===== config.mk =====
export PLATFORM = sky130hd
export DESIGN_NAME = dual_event_perf_counters
export DESIGN_NICKNAME = d
export VERILOG_FILES = /design/src/design/perf_counter_pkg.sv /design/src/design/dual_event_perf_counters.sv
export SDC_FILE = /design/constraint.sdc
export NUM_CORES = 1
export LEC_CHECK = 0
export ABC_AREA = 0
export BUFFER_PORTS_ARGS = -buffer_cell sky130_fd_sc_hd__buf_2
export CELL_PAD_IN_SITES_DETAIL_PLACEMENT = 1
export CELL_PAD_IN_SITES_GLOBAL_PLACEMENT = 2
export CORE_MARGIN = 5
export CORE_UTILIZATION = 35
export DETAILED_ROUTE_END_ITERATION = 12
export PLACE_DENSITY_LB_ADDON = 0.1
export SLEW_MARGIN = 20
export SYNTH_ARGS = -nofsm -noshare
export SYNTH_HDL_FRONTEND = slang
export SYNTH_SLANG_ARGS = --single-unit

===== constraint.sdc =====
create_clock -name CLK_I -period 10.7 [get_ports CLK_I]
set_input_delay 1.605 -clock CLK_I [delete_from_list [all_inputs] [get_ports CLK_I]]
set_output_delay 1.605 -clock CLK_I [all_outputs]
set_load 0.02 [all_outputs]

===== src/design/perf_counter_pkg.sv =====
package perf_counter_pkg;
    // ------------------------------------------------------------
    // Register addresses for the model-specific register port
    // ------------------------------------------------------------
    localparam logic [7:0] ADDR_CONTROL_SELECT = 8'h00;
    localparam logic [7:0] ADDR_COUNTER_ZERO = 8'h01;
    localparam logic [7:0] ADDR_COUNTER_ONE = 8'h02;

    // ------------------------------------------------------------
    // Control register fields
    // ------------------------------------------------------------
    localparam int EVENT_CODE_W = 6;
    localparam int COUNT_MODE_W = 3;
    localparam int EVENT_CODE_ZERO_LSB = 0;
    localparam int COUNT_MODE_ZERO_LSB = 6;
    localparam int PIN_SELECT_ZERO_BIT = 9;
    localparam int EVENT_CODE_ONE_LSB = 16;
    localparam int COUNT_MODE_ONE_LSB = 22;
    localparam int PIN_SELECT_ONE_BIT = 25;
    localparam int MODE_CLOCKS_BIT = 2;
    localparam int MODE_USER_BIT = 1;
    localparam int MODE_SUPER_BIT = 0;
    localparam logic [31:0] CONTROL_SELECT_RESET = 32'h0000_0000;
    localparam logic [31:0] CONTROL_SELECT_MASK = 32'h03FF_03FF;

    // ------------------------------------------------------------
    // Counter and timing constants
    // ------------------------------------------------------------
    localparam int COUNTER_W = 40;
    localparam logic [39:0] COUNTER_RESET = 40'h00_0000_0000;
    localparam int PIN_LATENCY_CLOCKS = 5;
    localparam logic [1:0] USER_PRIVILEGE = 2'h3;
    localparam logic [1:0] KERNEL_PRIVILEGE = 2'h0;
endpackage : perf_counter_pkg


===== src/design/dual_event_perf_counters.sv =====
// Contract
// - Two independent 40-bit counters, each counting events or clock cycles.
// - Event code zero in control bits 0-5, event code one in bits 16-21.
// - Counting-mode code zero in bits 6-8, mode code one in bits 22-24.
// - Mode top bit selects clocks; middle bit level 3; low bit levels 0-2.
// - Pin-select bit 9/25: 1 shows overflow, 0 shows each increment.
// - Indication pins lag the internal event by a few clocks.
// - Counters may be read while running, without stopping.
// - Reset clears the whole control register, disabling both counters.
// - Increment pin with occurrence events is high each time the event occurs.
// - Increment pin with duration counting stays high while the condition lasts.
// - Counter may advance by 2 per clock; pin only shows an occurrence.
// - Overflow is the carry out of bit 39.
// - Software may preload a counter so it overflows after chosen events.
// - Overflow-mode pin asserts about five clocks after the overflow.
// - In breakpoint signalling the pins carry no counter indication.
// - After reset pins show counter indication until a debugger switches them.
// - Register reads and writes succeed only at privilege level 0.
`timescale 1ns/1ps
`default_nettype none

module dual_event_perf_counters
    import perf_counter_pkg::*;
#(
    parameter int NUM_EVENTS = 64,
    parameter int PIN_LATENCY = PIN_LATENCY_CLOCKS
) (
    input wire logic CLK_I,
    input wire logic RESETN_I,
    input wire logic [1:0] CURRENT_PRIVILEGE_LEVEL_I,
    input wire logic [2*NUM_EVENTS-1:0] EVENT_COUNTS_I,
    input wire logic MODEL_REGISTER_READ_I,
    input wire logic MODEL_REGISTER_WRITE_I,
    input wire logic [7:0] MODEL_REGISTER_ADDR_I,
    input wire logic [63:0] MODEL_REGISTER_WDATA_I,
    input wire logic BREAKPOINT_MODE_I,
    input wire logic [1:0] BREAKPOINT_MATCH_I,
    output logic [63:0] MODEL_REGISTER_RDATA_O,
    output logic MODEL_REGISTER_ACK_O,
    output logic MODEL_REGISTER_FAULT_O,
    output logic INDICATION_PIN_ZERO_O,
    output logic INDICATION_PIN_ONE_O
);

    // ------------------------------------------------------------
    // Elaboration checks
    // ------------------------------------------------------------
    // Event codes are six bits wide, so no further event inputs can be reached
    if (NUM_EVENTS < 1 || NUM_EVENTS > 64) begin : g_bad_events
        $error("NUM_EVENTS must lie in 1..64");
    end
    // The delay line needs at least two stages ahead of the output flop
    if (PIN_LATENCY < 3) begin : g_bad_latency
        $error("PIN_LATENCY must be at least 3");
    end
    // Read data is one 64-bit word and the carry needs a bit above the count
    if (COUNTER_W < 2 || COUNTER_W > 64) begin : g_bad_width
        $error("COUNTER_W must lie in 2..64");
    end

    // ------------------------------------------------------------
    // Helper functions
    // ------------------------------------------------------------
    // Privilege filter from a mode code; codes 000 and 100 never count
    function automatic logic mode_allows(input logic [2:0] mode, input logic [1:0] level);
        logic ok;
        ok = (level == USER_PRIVILEGE) ? mode[MODE_USER_BIT] : mode[MODE_SUPER_BIT];
        return ok;
    endfunction : mode_allows

    // A count of three in one clock is legal on the input and is added as given
    // Occurrences of the selected event this clock; unknown codes read as none
    function automatic logic [1:0] event_count(input logic [5:0] code, input logic [2*NUM_EVENTS-1:0] counts);
        logic [1:0] n;
        n = 2'h0;
        if (int'(code) < NUM_EVENTS) begin
            n = counts[2*int'(code) +: 2];
        end
        return n;
    endfunction : event_count

    // Counter chosen by a register offset; only the two counter offsets reach here
    function automatic int counter_index(input logic [7:0] addr);
        int idx;
        idx = (addr == ADDR_COUNTER_ONE) ? 1 : 0;
        return idx;
    endfunction : counter_index

    // ------------------------------------------------------------
    // State
    // ------------------------------------------------------------
    // Registered state; both counters share each per-counter array, indexed 0 and 1
    logic [31:0] control_reg, control_next;
    logic [COUNTER_W-1:0] counter_reg [2];
    logic [COUNTER_W-1:0] counter_next [2];
    logic [PIN_LATENCY-2:0] pipe_reg [2];
    logic [PIN_LATENCY-2:0] pipe_next [2];
    logic [1:0] pin_reg, pin_next;
    logic [63:0] rdata_reg, rdata_next;
    logic ack_reg, ack_next;
    logic fault_reg, fault_next;
    logic [1:0] bkpt_meta_reg, bkpt_sync_reg;
    logic bkpt_mode_meta_reg, bkpt_mode_sync_reg;
    logic [1:0] bkpt_meta_next, bkpt_sync_next;
    logic bkpt_mode_meta_next, bkpt_mode_sync_next;

    // Decoded fields and per-counter arithmetic
    logic [EVENT_CODE_W-1:0] code [2];
    logic [COUNT_MODE_W-1:0] mode [2];
    logic pin_sel [2];
    logic [1:0] step [2];
    logic [COUNTER_W:0] sum [2];
    logic overflow [2];
    logic indicate [2];
    logic access_ok;

    // ------------------------------------------------------------
    // Field decode
    // ------------------------------------------------------------
    // One write covers both counters, so per-counter update is read-modify-write in software
    always_comb begin
        code[0] = control_reg[EVENT_CODE_ZERO_LSB +: EVENT_CODE_W];
        code[1] = control_reg[EVENT_CODE_ONE_LSB +: EVENT_CODE_W];
        mode[0] = control_reg[COUNT_MODE_ZERO_LSB +: COUNT_MODE_W];
        mode[1] = control_reg[COUNT_MODE_ONE_LSB +: COUNT_MODE_W];
        pin_sel[0] = control_reg[PIN_SELECT_ZERO_BIT];
        pin_sel[1] = control_reg[PIN_SELECT_ONE_BIT];
    end

    // ------------------------------------------------------------
    // Counting and indication
    // ------------------------------------------------------------
    // Duration mode adds one per clock while the selected condition is present
    always_comb begin
        for (int i = 0; i < 2; i++) begin
            step[i] = 2'h0;
            // Codes 000 and 100 clear both filter bits, so those counters never step
            if (mode_allows(mode[i], CURRENT_PRIVILEGE_LEVEL_I)) begin
                if (mode[i][MODE_CLOCKS_BIT]) begin
                    step[i] = (event_count(code[i], EVENT_COUNTS_I) != 2'h0) ? 2'h1 : 2'h0;
                end else begin
                    step[i] = event_count(code[i], EVENT_COUNTS_I);
                end
            end
            sum[i] = {1'b0, counter_reg[i]} + (COUNTER_W + 1)'(step[i]);
            // A software load in the same clock does not hide the carry: the pin reports the event stream
            overflow[i] = sum[i][COUNTER_W];
            // Pin shows the overflow when pin select is 1, else only that an increment happened, never how many
            indicate[i] = pin_sel[i] ? overflow[i] : (step[i] != 2'h0);
        end
    end

    // ------------------------------------------------------------
    // Register port
    // ------------------------------------------------------------
    // Any access above level 0 faults and leaves every register untouched
    assign access_ok = (CURRENT_PRIVILEGE_LEVEL_I == KERNEL_PRIVILEGE);

    always_comb begin
        control_next = control_reg;
        rdata_next = rdata_reg;
        ack_next = 1'b0;
        fault_next = 1'b0;
        // Overflow wraps past zero, keeping any excess, and the count carries on under the same settings
        for (int i = 0; i < 2; i++) begin
            counter_next[i] = sum[i][COUNTER_W-1:0];
        end
        if (MODEL_REGISTER_READ_I || MODEL_REGISTER_WRITE_I) begin
            ack_next = 1'b1;
            if (!access_ok) begin
                fault_next = 1'b1;
            end else begin
                // An unmapped offset faults just like a privilege miss
                unique case (MODEL_REGISTER_ADDR_I)
                    ADDR_CONTROL_SELECT: begin
                        // Reserved bits are never stored, so a read shows them as zero
                        if (MODEL_REGISTER_WRITE_I) begin
                            control_next = MODEL_REGISTER_WDATA_I[31:0] & CONTROL_SELECT_MASK;
                        end else begin
                            rdata_next = {32'h0, control_reg};
                        end
                    end
                    ADDR_COUNTER_ZERO, ADDR_COUNTER_ONE: begin
                        // Software write wins over a same-clock increment so a preset is exact
                        if (MODEL_REGISTER_WRITE_I) begin
                            counter_next[counter_index(MODEL_REGISTER_ADDR_I)] = MODEL_REGISTER_WDATA_I[COUNTER_W-1:0];
                        end else begin
                            // A running counter is sampled as it stood at the taking edge
                            rdata_next = 64'(counter_reg[counter_index(MODEL_REGISTER_ADDR_I)]);
                        end
                    end
                    default: begin
                        fault_next = 1'b1;
                    end
                endcase
            end
        end
    end

    // ------------------------------------------------------------
    // Pin delay line
    // ------------------------------------------------------------
    // Latency models the latch and buffer stages between counter and pad
    // A change of pin select reaches the pad only after the same delay
    always_comb begin
        for (int i = 0; i < 2; i++) begin
            pipe_next[i] = {pipe_reg[i][PIN_LATENCY-3:0], indicate[i]};
            // Debugger mode hides counter indication entirely
            // Mode and match are synchronised apart, so a switch may show one stale match clock
            pin_next[i] = bkpt_mode_sync_reg ? bkpt_sync_reg[i] : pipe_reg[i][PIN_LATENCY-2];
        end
    end

    // ------------------------------------------------------------
    // Control and register port registers
    // ------------------------------------------------------------
    // Reset leaves both counters disabled, so nothing counts before software sets them up
    // Answer flags drop after one clock; read data stands until the next good read
    always_ff @(posedge CLK_I or negedge RESETN_I) begin
        if (!RESETN_I) begin
            control_reg <= CONTROL_SELECT_RESET;
            rdata_reg <= 64'h0;
            ack_reg <= 1'b0;
            fault_reg <= 1'b0;
        end else begin
            control_reg <= control_next;
            rdata_reg <= rdata_next;
            ack_reg <= ack_next;
            fault_reg <= fault_next;
        end
    end

    // ------------------------------------------------------------
    // Counter registers
    // ------------------------------------------------------------
    // Counters run on every clock; the next value already holds any software load
    always_ff @(posedge CLK_I or negedge RESETN_I) begin
        if (!RESETN_I) begin
            counter_reg[0] <= COUNTER_RESET;
            counter_reg[1] <= COUNTER_RESET;
        end else begin
            counter_reg[0] <= counter_next[0];
            counter_reg[1] <= counter_next[1];
        end
    end

    // ------------------------------------------------------------
    // Indication pin registers
    // ------------------------------------------------------------
    // Pins start low in counter mode, so a monitor sees no false pulse after reset
    always_ff @(posedge CLK_I or negedge RESETN_I) begin
        if (!RESETN_I) begin
            pipe_reg[0] <= '0;
            pipe_reg[1] <= '0;
            pin_reg <= 2'h0;
        end else begin
            pipe_reg[0] <= pipe_next[0];
            pipe_reg[1] <= pipe_next[1];
            pin_reg <= pin_next;
        end
    end

    // ------------------------------------------------------------
    // Debugger input synchronisers
    // ------------------------------------------------------------
    // Both inputs come from the debugger side; only the second stage feeds any logic
    always_comb begin
        bkpt_meta_next = BREAKPOINT_MATCH_I;
        bkpt_sync_next = bkpt_meta_reg;
        bkpt_mode_meta_next = BREAKPOINT_MODE_I;
        bkpt_mode_sync_next = bkpt_mode_meta_reg;
    end

    // A debugger switch therefore lands on the pads three clocks later
    always_ff @(posedge CLK_I or negedge RESETN_I) begin
        if (!RESETN_I) begin
            bkpt_meta_reg <= 2'h0;
            bkpt_sync_reg <= 2'h0;
            bkpt_mode_meta_reg <= 1'b0;
            bkpt_mode_sync_reg <= 1'b0;
        end else begin
            bkpt_meta_reg <= bkpt_meta_next;
            bkpt_sync_reg <= bkpt_sync_next;
            bkpt_mode_meta_reg <= bkpt_mode_meta_next;
            bkpt_mode_sync_reg <= bkpt_mode_sync_next;
        end
    end

    // ------------------------------------------------------------
    // Outputs
    // ------------------------------------------------------------
    // Every output is a flop, so the pads never see a combinational glitch
    assign MODEL_REGISTER_RDATA_O = rdata_reg;
    assign MODEL_REGISTER_ACK_O = ack_reg;
    assign MODEL_REGISTER_FAULT_O = fault_reg;
    assign INDICATION_PIN_ZERO_O = pin_reg[0];
    assign INDICATION_PIN_ONE_O = pin_reg[1];

endmodule : dual_event_perf_counters

`default_nettype wire


==> flow_summary.json, run 1 <==
{
  "drive_gt1_frac": 0.270,
  "synthFlopType": "dfrtp_1",
  "setup_violations": 0,
  "nets": 1424,
  "cp_cell_sequence": "buf_2 -> nand2_1 -> mux2i_1 -> nand2b_1 -> nor3_1 -> a21oi_2 -> o21ai_1 -> ha_1 -> inv_1 -> fa_1 -> nor4_2 -> nor2b_2 -> nand3_2 -> or3_1 -> a31oi_1",
  "async_flop_share": 1.00,
  "ys_types": 50,
  "endpoint": "counter_reg[74]",
  "mostFrequentLayoutCell": "buf_2",
  "max-cap-violations": 0,
  "routed_wl_um": 33600,
  "drc": 0,
  "dieWidth_um": 181,
  "cp.arrival_ns": 5.88,
  "io_buffers": 228,
  "p_clk_frac": 0.435,
  "reg2reg_slack_ns": 5.46,
  "drt-initial-drc-count": 352,
  "place_hpwl_um": 24800,
  "cts_tree": "yes",
  "setup-tns-final_ns": 0,
  "slowest_delay_ns": 0.73,
  "p_sw_frac": 0.265,
  "finalMaxSlewViolations": 0,
  "grt_remaining_overflow": 0,
  "cts_hold_buffers": 0,
  "endpoint_kind": "register",
  "routedWlPerCell_um": 20.9,
  "cpLargestDelayFamily": "simple AND/OR/NAND/NOR gates",
  "worst-path-max-fanout": 9,
  "grt_max_degree": 90,
  "fin_crit_sh": 0.518,
  "rsz0062_at_grt": "no",
  "p_switching_mw": 0.363,
  "final_cell_mix": "227 x buf_2, 159 x nand2_1, 156 x dfrtp_1",
  "seq_power_share": 0.462,
  "fmax_mhz": 180,
  "status": "complete, no violations",
  "timing.rr.start": "control_reg[16]",
  "numCtsBuffers": 17,
  "cts_resized": 0,
  "period_minus_slack_ns": 5.54,
  "required_ns": 11.04,
  "core-area_mm2": 0.0289,
  "cts_setup_buffers": 0,
  "rows": 62,
  "cts.sinks": 158,
  "irDropWorstVdd_uv": 103,
  "die-area_mm2": 0.0329,
  "synth_warnings": 0,
  "clk_pin_slew_ns": 0.07,
  "first_global_vias": 9247,
  "power.total_mw": 1.37,
  "p_leak_nw": 5.43,
  "ioPinCount": 277,
  "r2r_cells": 14,
  "dr.pass1.iters": 5,
  "worstHoldPathCells": 0,
  "startpoint_type": "input pin",
  "path_class": "input pin to register",
  "tightestPinTransition_ns": 0.945,
  "drtAntennaViolNets": 0,
  "hp-class": "register to register",
  "synth-edff-count": 0,
  "r2r-end": "counter_reg[37]",
  "slew_headroom": 0.370,
  "num_vias": 8435,
  "ys_seq_elements": 158,
  "n_fill_cell": 3343,
  "clockBufferDepth": 2,
  "place_worst_setup_slack_ns": 4.29,
  "grt_first_pass_wirelength_um": 53100,
  "root_buffer": "clkbuf_16",
  "cp.depth": 15,
  "areaGrowthSynthToFinish_pct": 18.3,
  "intPower_mw": 1.00,
  "viasPerCell": 5.25,
  "ys_seq_area_frac": 0.385,
  "setup_ws_ns": 5.16,
  "synth_area_per_cell_um2": 10.1,
  "clock_latency_ns": 0.43,
  "grt_use_total": 0.204,
  "antenna_found_initial": 8,
  "slowest_stage": "nor2b_2",
  "powerDensity_mw_per_mm2": 113,
  "largest_reg_flops": 80,
  "die_h_um": 181,
  "holdWs_ns": 0.354,
  "floorplan.initialDensity": 0.356,
  "gp_congestion": 0.783,
  "finClkSkew_ns": 0.0170,
  "crit_buf_inv": 2,
  "synth_cells": 1013,
  "p_comb_frac": 0.104,
  "finalHoldViolations": 0,
  "htreeDepth": 4,
  "syn-cell-area_mm2": 0.0103,
  "crit_path_start": "CURRENT_PRIVILEGE_LEVEL_I[0]"
}
[worst register-to-register path: cells and delay by family (launching register included)]
kind	cells	cell delay, ns
simple gates	5	1.89
mux	2	1.23
compound gates	4	0.61
buf+inv	1	0.55
flops	1	0.34
fa+ha+maj	1	0.28
xor+xnor	1	0.18
[through the flow]
step                 util  area [um^2]  instances
global route        0.421        12100       1606
global placement    0.401        11600       1574
CTS                 0.421        12100       1604
finish              0.421        12100       1606
floorplan               -        10400       1036
detailed placement  0.401        11600       1574
[layer usage]
layer	GRT usage	vias up	part of all wire
li1	-	4019	-
met1	0.270	4146	0.45
met2	0.335	223	0.47
met3	0.0599	35	0.068
met4	0.0396	12	0.011
met5	0	-	0.0022
[cells in the mapped netlist, types with 4 or more instances]
cell type / number / area [um^2]
a21oi_1: 37 / 185
a22oi_1: 18 / 135
a31oi_1: 5 / 31.3
and2_1: 6 / 37.5
and3_1: 22 / 138
and4_1: 5 / 43.8
buf_12: 4 / 80.1
buf_2: 8 / 40.0
buf_4: 27 / 203
clkbuf_1: 42 / 158
dfrtp_1: 158 / 3950
ha_1: 4 / 50.1
inv_1: 17 / 63.8
mux2_2: 23 / 259
mux2i_1: 72 / 721
mux4_1: 38 / 998
mux4_2: 18 / 405
nand2_1: 159 / 597
nand3_1: 12 / 60.1
nand4_1: 25 / 156
nor2_1: 57 / 214
nor2b_1: 6 / 37.5
nor3_1: 9 / 45.0
o21ai_0: 121 / 606
o22a_1: 4 / 35.0
xnor2_1: 25 / 219
xor2_1: 50 / 438
[power by group through the flow]
stage / Sequential (mW) / Combinational (mW) / Clock (mW)
3_3_place_gp: 0.642 / 0.140 / 0
2_1_floorplan: 0.639 / 0.0742 / 0
5_1_grt: 0.634 / 0.158 / 0.638
3_5_place_dp: 0.643 / 0.143 / 0
6_report: 0.631 / 0.142 / 0.595
4_1_cts: 0.631 / 0.144 / 0.610
[area by class of cell]
| type | count | area, um^2 | area share |
|---|---|---|---|
| sequential | 158 | 3960 | 0.326 |
| antenna | 2 | 5.00 | 0.000412 |
| tap | 384 | 480 | 0.0396 |
| timing repair buffer | 240 | 1240 | 0.102 |
| clock inverter | 13 | 131 | 0.0108 |
| clock buffer | 17 | 425 | 0.0350 |
| inverter | 17 | 63.8 | 0.00526 |
| multi-input combinational | 775 | 5840 | 0.481 |
[cells by family (layout without fill, tap and decap cells)]
group | after synthesis | count (layout) | share of synthesized area
and+or+nand+nor | 324 | 324 | 0.150
muxes | 151 | 151 | 0.232
DFF | 158 | 158 | 0.385
adders and majority gates | 6 | 6 | 0.00877
AOI/OAI and AO/OA | 195 | 195 | 0.104
xor gates and xnor gates | 75 | 75 | 0.0640
other | 1 | 26 | 0.000365
buffers and inverters | 103 | 287 | 0.0563
[worst min-delay path by stage]
| stage | from | endpoint | slack, ns |
|---|---|---|---|
| CTS | pipe_next[6] | pipe_next[7] | 0.35 |
| floorplan | bkpt_mode_meta_reg | bkpt_mode_sync_reg | 0.33 |
| finish | pipe_next[6] | pipe_next[7] | 0.35 |
| detailed placement | pipe_next[6] | pipe_next[7] | 0.34 |
| global placement | pipe_next[7] | pipe_reg[7] | 0.33 |
| global route | pipe_next[6] | pipe_next[7] | 0.36 |
(Power assumes the default switching activity.)
==> run 2: changes to the inputs <==
CORE_UTILIZATION = 30   (was 35)
clock period = 4.7 ns   (was 10.7 ns; I/O delays follow)
==> run 2 against run 1 <==
Compared with the run above: register-to-register slack got worse by 5.0 ns; die area increased by 16%; flip-flop and latch count unchanged; count of clock-buffer cells in the layout increased by 3; final area increased by 2.3%; critical path depth decreased by 1; first-iteration DRC count decreased by 0.57%; sequential power increased by 130%; power increased by 130%; largest cell class unchanged; largest power group unchanged.
==> flow_summary.json, run 2 (synthesis results as in run 1) <==
{
  "numCtsBuffers": 17,
  "dr.pass1.iters": 4,
  "r2r_cells": 14,
  "setup-tns-final_ns": 0,
  "cp.arrival_ns": 4.61,
  "max-cap-violations": 0,
  "rsz0062_at_grt": "no",
  "drtAntennaViolNets": 0,
  "seq_power_share": 0.462,
  "powerDensity_mw_per_mm2": 251,
  "drt-initial-drc-count": 350,
  "areaGrowthSynthToFinish_pct": 20.9,
  "utilization": 0.368,
  "routedWlPerCell_um": 20.5,
  "ioPinCount": 277,
  "cts_tree": "yes",
  "final_cell_mix": "227 x buf_2, 159 x nand2_1, 156 x dfrtp_1",
  "worst-path-max-fanout": 16,
  "gp_congestion": 0.766,
  "finalMaxSlewViolations": 0,
  "nets": 1443,
  "grt_max_degree": 91,
  "clockBufferDepth": 2,
  "floorplan.initialDensity": 0.305,
  "p_leak_nw": 5.55,
  "fin_crit_sh": 0.909,
  "required_ns": 5.04,
  "p_clk_frac": 0.432,
  "mostFrequentLayoutCell": "buf_2",
  "grt_use_total": 0.182,
  "crit_path_start": "control_reg[0]",
  "io_buffers": 228,
  "p_sw_frac": 0.261,
  "cts_hold_buffers": 0,
  "core-area_mm2": 0.0337,
  "htreeDepth": 4,
  "p_comb_frac": 0.106,
  "finalHoldViolations": 0,
  "first_global_vias": 9230,
  "rows": 67,
  "p_switching_mw": 0.812,
  "largest_reg_flops": 80,
  "grt_remaining_overflow": 0,
  "status": "complete, no violations",
  "num_vias": 8462,
  "fmax_mhz": 234,
  "place_hpwl_um": 26700,
  "finClkSkew_ns": 0.0116,
  "die-area_mm2": 0.0380,
  "timing.rr.start": "control_reg[0]",
  "r2r-end": "counter_reg[79]",
  "cts.sinks": 158,
  "antenna_found_initial": 4,
  "path_class": "register to register",
  "grt_first_pass_wirelength_um": 54600,
  "slew_headroom": 0.398,
  "cts_setup_buffers": 0,
  "clk_pin_slew_ns": 0.07,
  "drive_gt1_frac": 0.280,
  "reg2reg_slack_ns": 0.43,
  "root_buffer": "clkbuf_16",
  "hp-class": "input pin to asynchronous set/reset pin",
  "clock_latency_ns": 0.43,
  "dieWidth_um": 195,
  "startpoint_type": "register",
  "tightestPinTransition_ns": 0.903,
  "routed_wl_um": 34700,
  "viasPerCell": 5.00,
  "period_minus_slack_ns": 4.27,
  "setup_violations": 0,
  "endpoint": "counter_reg[79]",
  "irDropWorstVdd_uv": 203,
  "cts_resized": 0,
  "intPower_mw": 2.30,
  "power.total_mw": 3.11,
  "die_h_um": 195,
  "endpoint_kind": "register",
  "drc": 0
}
[run 2: cell count changes in the layout (fill, tap and decap cells not counted), sizes merged]
cell	previous run	this run
clkinvlp	5	4
inv	24	19
buf	240	259
clkbuf	17	20
clkinv	0	5
[run 2: worst min path at each step]
| stage | slack [ns] | cells after the start | endpoint |
|---|---|---|---|
| 6_report | 0.32 | 1 | bkpt_mode_sync_reg |
| 3_5_place_dp | 0.34 | 0 | pipe_reg[3] |
| 3_3_place_gp | 0.33 | 0 | bkpt_sync_reg[1] |
| 2_1_floorplan | 0.33 | 0 | bkpt_mode_sync_reg |
| 5_1_grt | 0.35 | 0 | pipe_reg[3] |
| 4_1_cts | 0.35 | 0 | pipe_reg[3] |
[run 2: layer usage]
metal	up-vias	routed length [um]	global-route usage
li1	4039	-	-
met1	4192	15400	0.236
met2	198	17100	0.310
met3	27	1760	0.0443
met4	6	390	0.0403
met5	-	33	0
[run 2: final cells by class]
class	count	area, um^2
timing repair buffer	259	1430
clock inverter	12	114
antenna	2	5.00
fill	3892	21300
sequential	158	3960
multi-input combinational	775	5840
clock buffer	20	447
inverter	17	63.8
tap	448	561
[run 2: power groups by stage]
| stage | logic (mW) | registers (mW) | clock network (mW) |
|---|---|---|---|
| after floorplan | 0.169 | 1.45 | 0 |
| after detailed placement | 0.335 | 1.46 | 0 |
| after global routing | 0.366 | 1.44 | 1.45 |
| final | 0.330 | 1.44 | 1.35 |
| after CTS | 0.337 | 1.44 | 1.40 |
| after global placement | 0.332 | 1.46 | 0 |
[run 2: worst max-delay path, stage by stage (launching register included)]
cell     delay (ns)
dfrtp_2        0.47
buf_4          0.32
mux4_1         0.59
mux4_2         0.50
o22a_1         0.21
a21oi_2        0.32
nor2_1         0.08
ha_1           0.28
a21o_1         0.18
nor3b_2        0.25
nor3b_1        0.22
buf_4          0.27
nand4_1        0.14
xor2_1         0.17
o21ai_0        0.17
[run 2: through the flow]
step	setup WS [ns]	instance area, um^2	hold slack (ns)	instances
3_3_place_gp	0.375	11900	0.335	1657
2_1_floorplan	0.867	10400	0.331	1036
3_5_place_dp	0.355	11900	0.336	1657
4_1_cts	0.371	12400	0.352	1689
5_1_grt	0.116	12400	0.353	1690
6_report	0.427	12400	0.323	1691
